--- config.mk ---
export PLATFORM = sky130hd
export DESIGN_NAME = low_region_limit_chip_select
export DESIGN_NICKNAME = d
export VERILOG_FILES = /design/src/rtl/low_region_limit_pkg.sv /design/src/rtl/low_region_limit_chip_select.sv /design/src/rtl/low_region_limit_mid_decode.sv /design/src/rtl/low_region_limit_ready_gen.sv
export VERILOG_INCLUDE_DIRS = /design/src /design/src/rtl
export SDC_FILE = /design/constraint.sdc
export NUM_CORES = 1
export LEC_CHECK = 0
export ABC_AREA = 1
export ABC_CLOCK_PERIOD_IN_PS = 2100
export BUFFER_PORTS_ARGS = -buffer_cell sky130_fd_sc_hd__buf_2
export CORE_ASPECT_RATIO = 0.8
export CORE_UTILIZATION = 53
export CTS_BUF_LIST = sky130_fd_sc_hd__clkbuf_8
export DETAILED_ROUTE_END_ITERATION = 12
export HOLD_SLACK_MARGIN = 0.1
export PLACE_DENSITY = 0.79
export SLEW_MARGIN = 20
export SYNTH_ARGS = -nofsm -noshare
export SYNTH_HDL_FRONTEND = slang
export SYNTH_HIERARCHICAL = 1
export SYNTH_SLANG_ARGS = --single-unit
export TNS_END_PERCENT = 100
--- constraint.sdc ---
create_clock -name clk_i -period 2.1 [get_ports clk_i]
set_input_delay 0.21 -clock clk_i [delete_from_list [all_inputs] [get_ports clk_i]]
set_output_delay 0.21 -clock clk_i [all_outputs]
set_load 0.02 [all_outputs]
--- src/rtl/low_region_limit_consts.svh ---
// offsets, field positions and widths for the low/mid chip-select block
`ifndef LOW_REGION_LIMIT_CONSTS_SVH
`define LOW_REGION_LIMIT_CONSTS_SVH
`define LOW_REGION_LIMIT_OFS_LOW_LIMIT 8'hA2
`define LOW_REGION_LIMIT_OFS_MID_BASE 8'hA6
`define LOW_REGION_LIMIT_OFS_MID_SIZE 8'hA8
`define LOW_REGION_LIMIT_LOW_LSB 6
`define LOW_REGION_LIMIT_MID_BASE_LSB 9
`define LOW_REGION_LIMIT_SIZE_LSB 8
`define LOW_REGION_LIMIT_SIZE_W 7
`define LOW_REGION_LIMIT_RDY_IGN_BIT 2
`define LOW_REGION_LIMIT_ADDR_W 20
`define LOW_REGION_LIMIT_REG_W 16
`define LOW_REGION_LIMIT_WAIT_W 2
`endif

--- src/rtl/low_region_limit_pkg.sv ---
// types for the low/mid chip-select block
package low_region_limit_pkg;
  // a bus cycle as seen by the chip-select logic
  typedef struct packed {
    logic valid;
    logic [19:0] addr;
  } low_region_limit_cycle_t;
  // access to the internal control block
  typedef struct packed {
    logic rd;
    logic wr;
    logic [7:0] ofs;
    logic [15:0] wdata;
  } low_region_limit_reg_req_t;
  typedef enum logic [1:0] {
    LOW_REGION_LIMIT_SEL_NONE,
    LOW_REGION_LIMIT_SEL_LOW,
    LOW_REGION_LIMIT_SEL_MID
  } low_region_limit_region_t;
  typedef enum logic {
    LOW_REGION_LIMIT_IDLE,
    LOW_REGION_LIMIT_WAIT
  } low_region_limit_rdy_state_t;
endpackage

--- src/rtl/low_region_limit_chip_select.sv ---
// low-region and mid-range memory chip-select decode with ready control
//
// What this block does
// [RULE1] low region always starts at address zero
// [RULE2] software loads only listed low-limit patterns
// [RULE3] low select when address top <= limit|3F
// [RULE4] low select idle until limit register accessed
// [RULE5] low limit ready bits steer low accesses
// [RULE6] four mid selects in one relocatable block
// [RULE7] one-hot seven-bit size field, 8K to 512K
// [RULE8] software sets exactly one size bit
// [RULE9] four equal quarters, select 0 lowest
// [RULE10] base bits 15..9 give address bits 19..13
// [RULE11] software aligns base to block size
// [RULE12] mid selects idle until base and size accessed
// [RULE13] mid base ready bits steer mid accesses
// [RULE14] 512K mid needs base zero, no low limit
// [RULE15] registers at A2H, A6H and A8H
// [RULE16] ready bit 2 ignores external ready, 1..0 waits
// [RULE17] internal waits overlap external ready
// [RULE18] all selects high during reset
// [RULE19] any read or write counts as access
`timescale 1ns/1ps
`include "low_region_limit_consts.svh"
module low_region_limit_chip_select (
  input wire logic clk_i, // processor clock, 10 MHz
  input wire logic rst_n_i, // async reset, active low
  input wire low_region_limit_pkg::low_region_limit_cycle_t cycle_i, // cpu or dma memory cycle
  input wire low_region_limit_pkg::low_region_limit_reg_req_t reg_i, // control-block access
  input wire logic ext_rdy_i, // external ready, high = ready
  output logic [15:0] rdata_o, // control-block read data
  output logic low_region_select_n_o, // low select, active low
  output logic [3:0] mid_region_select_n_o, // mid selects, active low
  output logic ready_o // internal ready for the current access
);
  import low_region_limit_pkg::*;

  logic [15:0] low_limit_r, low_limit_nxt;
  logic [15:0] mid_base_r, mid_base_nxt;
  logic [15:0] mid_size_r, mid_size_nxt;
  logic low_seen_r, low_seen_nxt;
  logic base_seen_r, base_seen_nxt;
  logic size_seen_r, size_seen_nxt;
  logic [15:0] rdata_nxt;
  logic hit_low, hit_low_raw;
  logic [3:0] hit_mid;
  logic low_sel_n_r, low_sel_n_nxt;
  logic [3:0] mid_sel_n_r, mid_sel_n_nxt;
  logic cyc_prev_r;
  logic start;
  logic [2:0] mode;
  low_region_limit_region_t region;
  logic acc;

  // register file
  always_comb begin
    low_limit_nxt = low_limit_r;
    mid_base_nxt = mid_base_r;
    mid_size_nxt = mid_size_r;
    low_seen_nxt = low_seen_r;
    base_seen_nxt = base_seen_r;
    size_seen_nxt = size_seen_r;
    rdata_nxt = rdata_o;
    acc = reg_i.rd || reg_i.wr;
    unique case (reg_i.ofs)
      `LOW_REGION_LIMIT_OFS_LOW_LIMIT: begin // see [RULE15]
        if (acc) low_seen_nxt = 1'b1; // see [RULE4] [RULE19]
        if (reg_i.wr) low_limit_nxt = reg_i.wdata;
        if (reg_i.rd) rdata_nxt = low_limit_r;
      end
      `LOW_REGION_LIMIT_OFS_MID_BASE: begin // see [RULE15]
        if (acc) base_seen_nxt = 1'b1; // see [RULE12] [RULE19]
        if (reg_i.wr) mid_base_nxt = reg_i.wdata;
        if (reg_i.rd) rdata_nxt = mid_base_r;
      end
      `LOW_REGION_LIMIT_OFS_MID_SIZE: begin // see [RULE15]
        if (acc) size_seen_nxt = 1'b1; // see [RULE12] [RULE19]
        if (reg_i.wr) mid_size_nxt = reg_i.wdata;
        if (reg_i.rd) rdata_nxt = mid_size_r;
      end
      default: begin
        if (reg_i.rd) rdata_nxt = 16'h0000;
      end
    endcase
  end

  // low region: bottom fixed at zero, top = limit with low bits forced to ones
  assign hit_low_raw = cycle_i.addr[19:4] <= (low_limit_r | 16'h003F); // see [RULE1] [RULE3]
  assign hit_low = cycle_i.valid && low_seen_r && hit_low_raw; // see [RULE4]

  low_region_limit_mid_decode u_mid (
    .addr_i(cycle_i.addr),
    .size_i(mid_size_r[`LOW_REGION_LIMIT_SIZE_LSB +: `LOW_REGION_LIMIT_SIZE_W]),
    .base_i(mid_base_r[`LOW_REGION_LIMIT_MID_BASE_LSB +: 7]),
    .enable_i(cycle_i.valid && base_seen_r && size_seen_r), // see [RULE12]
    .hit_o(hit_mid)
  );

  // low wins on overlap; software keeps them apart for the 512K case
  always_comb begin
    low_sel_n_nxt = ~hit_low;
    mid_sel_n_nxt = hit_low ? 4'hF : ~hit_mid; // see [RULE6]
    region = LOW_REGION_LIMIT_SEL_NONE;
    mode = 3'h0;
    if (hit_low) begin
      region = LOW_REGION_LIMIT_SEL_LOW;
      mode = low_limit_r[2:0]; // see [RULE5]
    end else if (hit_mid != 4'h0) begin
      region = LOW_REGION_LIMIT_SEL_MID;
      mode = mid_base_r[2:0]; // see [RULE13]
    end
  end

  // ready timing starts once per selected cycle
  assign start = cycle_i.valid && !cyc_prev_r && (region != LOW_REGION_LIMIT_SEL_NONE);

  low_region_limit_ready_gen u_rdy (
    .clk_i(clk_i),
    .rst_n_i(rst_n_i),
    .start_i(start),
    .mode_i(mode),
    .ext_rdy_i(ext_rdy_i),
    .ready_o(ready_o)
  );

  // undefined-at-reset registers get zero only for a clean simulation start
  always_ff @(posedge clk_i or negedge rst_n_i) begin
    if (!rst_n_i) begin
      low_limit_r <= 16'h0000;
      mid_base_r <= 16'h0000;
      mid_size_r <= 16'h0000;
      low_seen_r <= 1'b0;
      base_seen_r <= 1'b0;
      size_seen_r <= 1'b0;
      rdata_o <= 16'h0000;
      low_sel_n_r <= 1'b1; // see [RULE18]
      mid_sel_n_r <= 4'hF; // see [RULE18]
      cyc_prev_r <= 1'b0;
    end else begin
      low_limit_r <= low_limit_nxt;
      mid_base_r <= mid_base_nxt;
      mid_size_r <= mid_size_nxt;
      low_seen_r <= low_seen_nxt;
      base_seen_r <= base_seen_nxt;
      size_seen_r <= size_seen_nxt;
      rdata_o <= rdata_nxt;
      low_sel_n_r <= low_sel_n_nxt;
      mid_sel_n_r <= mid_sel_n_nxt;
      cyc_prev_r <= cycle_i.valid;
    end
  end

  assign low_region_select_n_o = low_sel_n_r;
  assign mid_region_select_n_o = mid_sel_n_r;

  a_low_gated: assert property (@(posedge clk_i) disable iff (!rst_n_i)
    !low_seen_r |=> low_region_select_n_o) // see [RULE4]
    else $error("low select active before limit accessed");
  a_mid_gated: assert property (@(posedge clk_i) disable iff (!rst_n_i)
    !(base_seen_r && size_seen_r) |=> mid_region_select_n_o == 4'hF) // see [RULE12]
    else $error("mid select active before base and size accessed");
  a_low_compare: assert property (@(posedge clk_i) disable iff (!rst_n_i)
    cycle_i.valid && low_seen_r && cycle_i.addr[19:4] <= (low_limit_r | 16'h003F)
    |=> !low_region_select_n_o) // see [RULE3]
    else $error("low select missing for address under limit");
  a_mid_onehot: assert property (@(posedge clk_i) disable iff (!rst_n_i)
    $onehot0(~mid_region_select_n_o)) // see [RULE9]
    else $error("more than one mid select active");
  a_mid_quarter: assert property (@(posedge clk_i) disable iff (!rst_n_i)
    cycle_i.valid && base_seen_r && size_seen_r && !hit_low && mid_size_r[14:8] == 7'h04
    && cycle_i.addr[19:15] == mid_base_r[15:11]
    |=> !mid_region_select_n_o[$past(cycle_i.addr[14:13])]) // see [RULE9] [RULE10]
    else $error("wrong quarter select for 32K block");
  a_access_rd: assert property (@(posedge clk_i) disable iff (!rst_n_i)
    reg_i.rd && reg_i.ofs == 8'hA2 |=> low_seen_r) // see [RULE19]
    else $error("read did not enable low select");
  a_write_back: assert property (@(posedge clk_i) disable iff (!rst_n_i)
    reg_i.wr && reg_i.ofs == 8'hA6 ##1 reg_i.rd && reg_i.ofs == 8'hA6 && !reg_i.wr
    |=> rdata_o == $past(mid_base_r)) // see [RULE15]
    else $error("mid base readback wrong");
  c_low_hit: cover property (@(posedge clk_i) disable iff (!rst_n_i) !low_region_select_n_o);
  c_mid_last: cover property (@(posedge clk_i) disable iff (!rst_n_i)
    !mid_region_select_n_o[3]);
  c_mid_ready: cover property (@(posedge clk_i) disable iff (!rst_n_i)
    region == LOW_REGION_LIMIT_SEL_MID && start ##[1:6] ready_o);
endmodule

--- src/rtl/low_region_limit_mid_decode.sv ---
// mid-range block decode into four quarter selects
`timescale 1ns/1ps
`include "low_region_limit_consts.svh"
module low_region_limit_mid_decode (
  input wire logic [19:0] addr_i, // internal address
  input wire logic [6:0] size_i, // one-hot block size, 8K..512K
  input wire logic [6:0] base_i, // base bits 19..13
  input wire logic enable_i, // both registers accessed
  output logic [3:0] hit_o // active-high quarter hits
);
  import low_region_limit_pkg::*;
  logic [19:0] base_addr;
  logic [19:0] mask;
  logic [19:0] blk_bytes;
  logic [1:0] quarter;
  always_comb begin
    base_addr = {base_i, 13'h0000}; // see [RULE10]
    blk_bytes = 20'h00000;
    quarter = 2'h0;
    // one-hot size: bit k gives 8K << k; several bits just OR the sizes
    for (int k = 0; k < `LOW_REGION_LIMIT_SIZE_W; k++) begin
      if (size_i[k]) begin
        blk_bytes = blk_bytes | (20'h02000 << k); // see [RULE7]
        // quarter index sits in the two bits just under the block size
        quarter = quarter | addr_i[12 + k -: 2]; // see [RULE9]
      end
    end
    mask = ~(blk_bytes - 20'h00001);
    hit_o = 4'h0;
    if (enable_i && (blk_bytes != 20'h00000) && ((addr_i & mask) == (base_addr & mask))) begin
      hit_o[quarter] = 1'b1; // see [RULE6] [RULE9]
    end
  end
endmodule

--- src/rtl/low_region_limit_ready_gen.sv ---
// wait-state generator combining internal waits with external ready
`timescale 1ns/1ps
`include "low_region_limit_consts.svh"
module low_region_limit_ready_gen (
  input wire logic clk_i, // processor clock
  input wire logic rst_n_i, // async reset, active low
  input wire logic start_i, // first cycle of a selected access
  input wire logic [2:0] mode_i, // ready_mode_bits of the region
  input wire logic ext_rdy_i, // external ready, high = ready
  output logic ready_o // access may complete
);
  import low_region_limit_pkg::*;
  low_region_limit_rdy_state_t state_r, state_nxt;
  logic [1:0] cnt_r, cnt_nxt;
  logic [2:0] mode_r, mode_nxt;
  logic int_done;
  always_comb begin
    state_nxt = state_r;
    cnt_nxt = cnt_r;
    mode_nxt = mode_r;
    ready_o = 1'b0;
    int_done = 1'b0;
    unique case (state_r)
      LOW_REGION_LIMIT_IDLE: begin
        if (start_i) begin
          mode_nxt = mode_i;
          cnt_nxt = mode_i[1:0]; // see [RULE16]
          state_nxt = LOW_REGION_LIMIT_WAIT;
        end
      end
      LOW_REGION_LIMIT_WAIT: begin
        int_done = (cnt_r == 2'h0);
        // internal count and external ready overlap, longer one wins
        ready_o = int_done && (mode_r[`LOW_REGION_LIMIT_RDY_IGN_BIT] || ext_rdy_i); // see [RULE16] [RULE17]
        if (!int_done) begin
          cnt_nxt = cnt_r - 2'h1;
        end
        if (ready_o) begin
          state_nxt = LOW_REGION_LIMIT_IDLE;
        end
      end
    endcase
  end
  always_ff @(posedge clk_i or negedge rst_n_i) begin
    if (!rst_n_i) begin
      state_r <= LOW_REGION_LIMIT_IDLE;
      cnt_r <= 2'h0;
      mode_r <= 3'h0;
    end else begin
      state_r <= state_nxt;
      cnt_r <= cnt_nxt;
      mode_r <= mode_nxt;
    end
  end

  a_wait_count: assert property (@(posedge clk_i) disable iff (!rst_n_i)
    start_i && state_r == LOW_REGION_LIMIT_IDLE && mode_i == 3'h7 |-> !ready_o [*4] ##1 ready_o) // see [RULE16]
    else $error("three ignore-ready waits not honoured");
  a_zero_wait: assert property (@(posedge clk_i) disable iff (!rst_n_i)
    start_i && state_r == LOW_REGION_LIMIT_IDLE && mode_i == 3'h4 |=> ready_o) // see [RULE16]
    else $error("zero-wait access not ready next cycle");
  a_ext_hold: assert property (@(posedge clk_i) disable iff (!rst_n_i)
    state_r == LOW_REGION_LIMIT_WAIT && !mode_r[2] && !ext_rdy_i |-> !ready_o) // see [RULE17]
    else $error("ready given while external ready low");
  a_parallel_wait: assert property (@(posedge clk_i) disable iff (!rst_n_i)
    start_i && state_r == LOW_REGION_LIMIT_IDLE && mode_i == 3'h2 ##1 ext_rdy_i [*2] ##1 ext_rdy_i
    |-> ready_o) // see [RULE17]
    else $error("waits not overlapped with external ready");
  c_ready_ext: cover property (@(posedge clk_i) disable iff (!rst_n_i)
    state_r == LOW_REGION_LIMIT_WAIT && !mode_r[2] && cnt_r == 2'h0 && !ext_rdy_i);
endmodule

==> results by group, run 1 <==
Timing
  – Final slew viol count: 0
  – Measured slew at the worst slew-check pin: 0.806 ns
  – RSZ-0062 raised after global routing: true
  – Hold slack: 0.153 ns
  – Fmax: 0.470 GHz
  – Final period util: 1.01
  – Tmin final: 2.13 ns
  – Worst Setup Slack, final: -0.0271 ns
  – Slew headroom: 0.463
  – Final setup viols: 3
  – Final Hold Vio Count: 0
  – Skew final: 0.0116 ns

Worst setup path
  – Reg2Reg Depth: 14
  – Worst path slowest cell: dfrtp_1
  – CP top delay family: simple AND/OR/NAND/NOR gates
  – Crit. End Element: flop
  – Worst Setup Start Kind: flop
  – Critical path buffer and inverter count: 1
  – Worst path arrival time: 2.38 ns
  – Slowest stage delay, CP: 0.40 ns
  – Critical-path cell list: inv_2 -> ha_4 -> nand3_1 -> nand2_1 -> nor2_1 -> nand3_1 -> nor2_2 -> nand2_4 -> nor2_2 -> nor4_4 -> a21oi_2 -> nand2_4 -> nand3_1 -> nand2_1
  – Critical path depth in cells: 14
  – WS Path Type: flop to flop
  – Crit-path most repeated cell: nand3_1
  – CP required: 2.35 ns
  – Worst-path maximum fanout: 4

Detailed routing
  – Initial drt markers: 332
  – Final ANT Viol Nets: 0
  – WL final: 10.1 mm
  – Via-to-Cell Ratio: 5.08
  – DRC: 0
  – DR WL/cell: 13.8 um
  – Via count: 3700
  – DR pass1 iterations: 8

Synth
  – Distinct cells, synth: 30
  – FFs w/ async S/R, synth: 1.00
  – Register area share after synthesis: 0.447
  – Register bit count reported by yosys: 77
  – YS warnings: 6
  – Syn nets: 600
  – Mean area per synthesized cell: 8.04 um^2
  – Ys flop type: dfrtp_1
  – EDFF count, synth: 0
  – Netlist Area Pre-Place: 4320 um^2
  – Syn Inst Count: 538

Power and ir drop
  – Sw Ratio: 0.288
  – Clock power frac: 0.358
  – Logic gate share of total power: 0.169
  – Peak supply drop: 0.000433 V
  – Leak: 2.71 nW
  – Int Pwr: 2.46 mW
  – Sequential share of power: 0.473
  – Switching Power: 0.995 mW
  – Pwr Density: 683 nW/um^2

CTS
  – Clock buffer depth: 2
  – H-tree depth: 3
  – Reg clk slew, reported paths: 0.08 ns
  – Root buffer cell: clkbuf_8
  – Clock sink count: 77
  – CTS tree: built
  – Clk_lat worst skew: 0.36 ns
  – Num CTS Buffers: 9

Die
  – DIE HEIGHT: 82.8 um
  – Die Span X: 103 um
  – Die area: 8520 um^2
  – Initial Utilization: 0.547
  – Std-Cell Rows: 29
  – # IOs: 72
  – Core area: 7910 um^2

Layout
  – Share of layout cells above drive strength 1: 0.308
  – Area delta synth->final: 17.2%
  – Commonest non-fill, non-tap cell in the layout: nand2_1
  – # nets final: 679
  – Multi-input logic area: 2050 um^2
  – Fill cell count: 662
  – N_diodes: 0
  – Finished Core Util: 0.640
  – Most frequent cells in the layout: nand2_1, dfrtp_1, buf_2
  – Sequential standard cell area: 1940 um^2

Run status
  – Failing checks: negative setup slack
  – Status: finished with violations

Worst hold path
  – Hold path depth: 3
  – Worst hold path type: input port to flop

Global route
  – Largest net degree at the start of global routing: 65
  – Number of global-route vias before repair: 3488
  – GRT overflow: 0
  – Initial antenna violation count: 0
  – First-pass GRT wire length: 16.3 mm
  – Tot GR Track Use: 0.254

Placement
  – Final GP Congestion: 0.897
  – Post-detail-place hpwl: 6.94 mm
  – Port Buffer Count: 67

Flow run
  – Max-cap violations: 0
[power groups by stage]
stage / logic, mW / clock network, mW / registers (mW)
6_report: 0.583 / 1.24 / 1.64
5_1_grt: 0.656 / 1.34 / 1.65
4_1_cts: 0.557 / 1.25 / 1.63
3_5_place_dp: 0.541 / 0 / 1.66
3_3_place_gp: 0.516 / 0 / 1.66
2_1_floorplan: 0.358 / 0 / 1.65
[metrics by stage]
step	worst slack [ns]	setup TNS, ns	instance area, um^2	total power, mW	std cells
floorplan	0.0437	0	4350	2.01	538
global placement	0.00958	0	4730	2.17	707
detailed placement	-0.0486	-0.121	4730	2.20	707
CTS	0.00193	0	5000	3.44	724
global route	-0.169	-0.558	5060	3.64	729
finish	-0.0271	-0.0591	5060	3.46	729
[cell type report]
class	count	area share
clock buffers	9	0.0245
clock inverters	6	0.0185
inverters	62	0.0459
multi-input cells	381	0.405
flip-flops and latches	77	0.382
well taps	108	0.0267
repair buffers	86	0.0966
[what timing repair did]
item / 4_1_cts / 5_1_grt
setup buffers: 0 / 5
hold buffers: 2 / 0
hold endpoints to repair: 58 / 0
gates resized for setup: 12 / 9
pin swaps: 1 / 6
setup endpoints to repair: 4 / 4
[state kept, by name, summed over array words and instances, names as in the netlist]
signal and flops:
low_seen_r 1, low_region_select_n_o 1, mid_region_select_n_o 4, cyc_prev_r 1, mid_base_r 16, mid_size_r 16
size_seen_r 1, low_limit_r 16, u_rdy/state_r 1, u_rdy/mode_r 1, u_rdy/cnt_r 2, rdata_o 16
base_seen_r 1
[routing by layer]
metal / vias to the layer above / wire [um] / GRT usage
met5: - / 0 / 0
met4: 0 / 100 / 0.0648
met3: 10 / 689 / 0.0678
met2: 124 / 4810 / 0.406
met1: 1722 / 4470 / 0.346
li1: 1844 / - / -
[synth_stat cells, types with 2 or more instances]
library cell    n  area (um^2)
o21ai_1         2         10.0
buf_2           2         10.0
nor3_1          3         15.0
xor2_1          5         43.8
inv_1          61          229
and2_1          2         12.5
nand2_2        10         62.6
dfrtp_1        72         1800
dfstp_2         5          131
nand2_4         4         45.0
nand4_1         2         12.5
nor2_1         25         93.8
o21ai_0         4         20.0
o21ai_2        46          403
ha_1           12          150
nand2_1       212          796
nand3_1        40          200
or2_2           2         12.5
a21oi_1         4         20.0
buf_6          15          169
[worst reg2reg max path, cell delays in order (launching register included)]
cell     delay [ns]
dfrtp_1        0.40
inv_2          0.09
ha_4           0.21
nand3_1        0.10
nand2_1        0.08
nor2_1         0.10
nand3_1        0.10
nor2_2         0.16
nand2_4        0.09
nor2_2         0.16
nor4_4         0.09
a21oi_2        0.23
nand2_4        0.09
nand3_1        0.08
nand2_1        0.05
[worst paths after layout]
kind | start | endpoint | slack (ns)
min | reg_i[3] | mid_size_r[3] | 0.15
max | mid_size_r[9] | u_rdy/cnt_r[0] | -0.03
max reg2reg | mid_size_r[9] | u_rdy/cnt_r[0] | -0.03
min in group asynchronous | rst_n_i | u_rdy/mode_r[2] | 0.48
max in group asynchronous | rst_n_i | rdata_o[10] | 0.95
min reg2reg | base_seen_r | base_seen_r | 0.45
[kinds of logic (layout without fill, tap and decap cells)]
logic type | Yosys count | after routing | share of synthesized area
xor+xnor | 6 | 6 | 0.0122
fa+ha+maj | 12 | 12 | 0.0347
buf+inv | 80 | 163 | 0.0961
compound gates | 58 | 58 | 0.109
flops | 77 | 77 | 0.447
simple gates | 305 | 305 | 0.301
Note: power is estimated with default switching activity, not from simulation.
==> run 2, diff against run 1 <==
CELL_PAD_IN_SITES_DETAIL_PLACEMENT = 1   (was unset)
CELL_PAD_IN_SITES_GLOBAL_PLACEMENT = 2   (was unset)
CORE_UTILIZATION = 31   (was 53)
PLACE_DENSITY = unset   (was 0.79)
PLACE_DENSITY_LB_ADDON = 0.1   (was unset)
==> results by group, run 2 (synthesized netlist as in run 1, its figures left out) <==
Layout
  – Most frequent cells in the layout: nand2_1, dfrtp_1, buf_2 (unchanged)
  – N_diodes: 0 (unchanged)
  – Share of layout cells above drive strength 1: 0.323 (was 0.308)
  – Area delta synth->final: 21.8% (was 17.2%)
  – Commonest non-fill, non-tap cell in the layout: nand2_1 (unchanged)
  – Finished Core Util: 0.387 (was 0.640)
  – Fill cell count: 1706 (was 662)
  – # nets final: 689 (was 679)

Run status
  – Failing checks: negative setup slack (unchanged)
  – Status: finished with violations (unchanged)

Timing
  – Slew headroom: 0.594 (was 0.463)
  – Final Hold Vio Count: 0 (unchanged)
  – Final setup viols: 2 (was 3)
  – Fmax: 0.469 GHz (was 0.470 GHz)
  – Measured slew at the worst slew-check pin: 0.608 ns (was 0.806 ns)
  – Hold slack: 0.152 ns (was 0.153 ns)
  – Worst Setup Slack, final: -0.0329 ns (was -0.0271 ns)
  – RSZ-0062 raised after global routing: true (unchanged)
  – Tmin final: 2.13 ns (about the same)
  – Final period util: 1.02 (was 1.01)
  – Skew final: 0.00776 ns (was 0.0116 ns)
  – Final slew viol count: 0 (unchanged)

Detailed routing
  – Via-to-Cell Ratio: 4.56 (was 5.08)
  – Via count: 3696 (was 3700)
  – DR WL/cell: 14.8 um (was 13.8 um)
  – DR pass1 iterations: 4 (was 8)
  – WL final: 12.0 mm (was 10.1 mm)
  – DRC: 0 (unchanged)
  – Final ANT Viol Nets: 0 (unchanged)
  – Initial drt markers: 141 (was 332)

Global route
  – Number of global-route vias before repair: 3775 (was 3488)
  – Tot GR Track Use: 0.184 (was 0.254)
  – Initial antenna violation count: 0 (unchanged)
  – Met3 Usage GRT: 0.0353 (was 0.0678)
  – Global route hottest layer: met2 (unchanged)
  – GRT met1 Usage: 0.263 (was 0.346)
  – Largest net degree at the start of global routing: 43 (was 65)
  – GRT overflow: 0 (unchanged)
  – M2 GR Usage: 0.283 (was 0.406)
  – First-pass GRT wire length: 20.1 mm (was 16.3 mm)

CTS
  – CTS tree: built (unchanged)
  – Clock sink count: 77 (unchanged)
  – Reg clk slew, reported paths: 0.09 ns (was 0.08 ns)
  – H-tree depth: 3 (unchanged)
  – Clk_lat worst skew: 0.36 ns (about the same)
  – Num CTS Buffers: 9 (unchanged)
  – Clock buffer depth: 2 (unchanged)
  – Root buffer cell: clkbuf_8 (unchanged)

Die
  – Core area: 13600 um^2 (was 7910 um^2)
  – Initial Utilization: 0.318 (was 0.547)
  – Die area: 14400 um^2 (was 8520 um^2)
  – # IOs: 72 (unchanged)
  – Std-Cell Rows: 38 (was 29)
  – DIE HEIGHT: 108 um (was 82.8 um)
  – Die Span X: 134 um (was 103 um)

Power and ir drop
  – Total Power: 3.51 mW (was 3.46 mW)
  – Leak: 2.77 nW (was 2.71 nW)
  – Pwr Density: 667 nW/um^2 (was 683 nW/um^2)
  – Peak supply drop: 0.000278 V (was 0.000433 V)

Placement
  – Setup slack at placement: -0.154 ns (was -0.0486 ns)
  – Final GP Congestion: 0.752 (was 0.897)
  – Post-detail-place hpwl: 8.85 mm (was 6.94 mm)
  – Port Buffer Count: 67 (unchanged)

Worst setup path
  – Worst-path maximum fanout: 4 (unchanged)
  – WS Path Type: flop to flop (unchanged)
  – Worst Setup Start Kind: flop (unchanged)
  – Crit. End Element: flop (unchanged)
  – CP required: 2.35 ns (about the same)
  – Worst path arrival time: 2.39 ns (was 2.38 ns)

Flow run
  – Max-cap violations: 0 (unchanged)

Worst hold path
  – Worst hold path type: input port to flop (unchanged)
## run 2: routing by layer
layer	up-vias	wire length, um	part of all wire
li1	1852	-	-
met1	1788	6290	0.52
met2	46	5300	0.44
met3	10	329	0.027
met4	0	106	0.0088
met5	-	0	0
## run 2: worst max-delay path: stages (launching register included)
cell and delay [ns]:
dfrtp_1 0.41, buf_4 0.15, nor2_2 0.09, nand2_1 0.07
o21ai_1 0.14, nand3_1 0.08, nand2_1 0.08, inv_2 0.05
nand2_4 0.11, nor2_4 0.05, nor4_4 0.38, a21oi_2 0.15
nand2_4 0.11, nand2_2 0.05, nand2_1 0.06, nand2_1 0.05
## run 2: cell type report
cell class / instances / area, um^2 / share of cell area
Sequential cell: 77 / 1940 / 0.368
Inverter: 62 / 233 / 0.0442
Tap cell: 180 / 225 / 0.0428
Clock inverter: 6 / 93.8 / 0.0178
Multi-Input combinational cell: 381 / 2070 / 0.393
Timing Repair Buffer: 96 / 586 / 0.111
Clock buffer: 9 / 124 / 0.0235
## run 2: what timing repair did
item	CTS	global route
pin swaps	15	11
setup buffers	1	3
gates resized for setup	21	4
endpoints found under the hold margin	31	0
setup endpoints to repair	4	4
hold buffers	2	0
## run 2: through the flow
step | setup TNS (ns) | instances | instance area (um^2)
final | -0.0491 | 811 | 5270
after floorplan | 0 | 538 | 4350
after global routing | -0.567 | 811 | 5270
after global placement | -0.182 | 790 | 4930
after CTS | -0.0509 | 808 | 5240
after detailed placement | -0.507 | 790 | 4930
## run 2: final timing paths
check                              start             end  slack (ns)  depth (start not counted)
max in group asynchronous        rst_n_i  mid_size_r[12]        1.11                          3
max reg2reg                mid_size_r[9]  u_rdy/cnt_r[1]       -0.03                         15
max                        mid_size_r[9]  u_rdy/cnt_r[1]       -0.03                         15
min                             reg_i[3]   mid_size_r[3]        0.15                          3
min in group asynchronous        rst_n_i   mid_size_r[9]        0.37                          2
min reg2reg                  base_seen_r     base_seen_r        0.46                          2
## run 2: power by group
group / switching, mW / internal, mW / leakage, nW
Sequential: 0.0732 / 1.56 / 1.03
Combinational: 0.369 / 0.241 / 1.64
Clock: 0.593 / 0.676 / 0.107
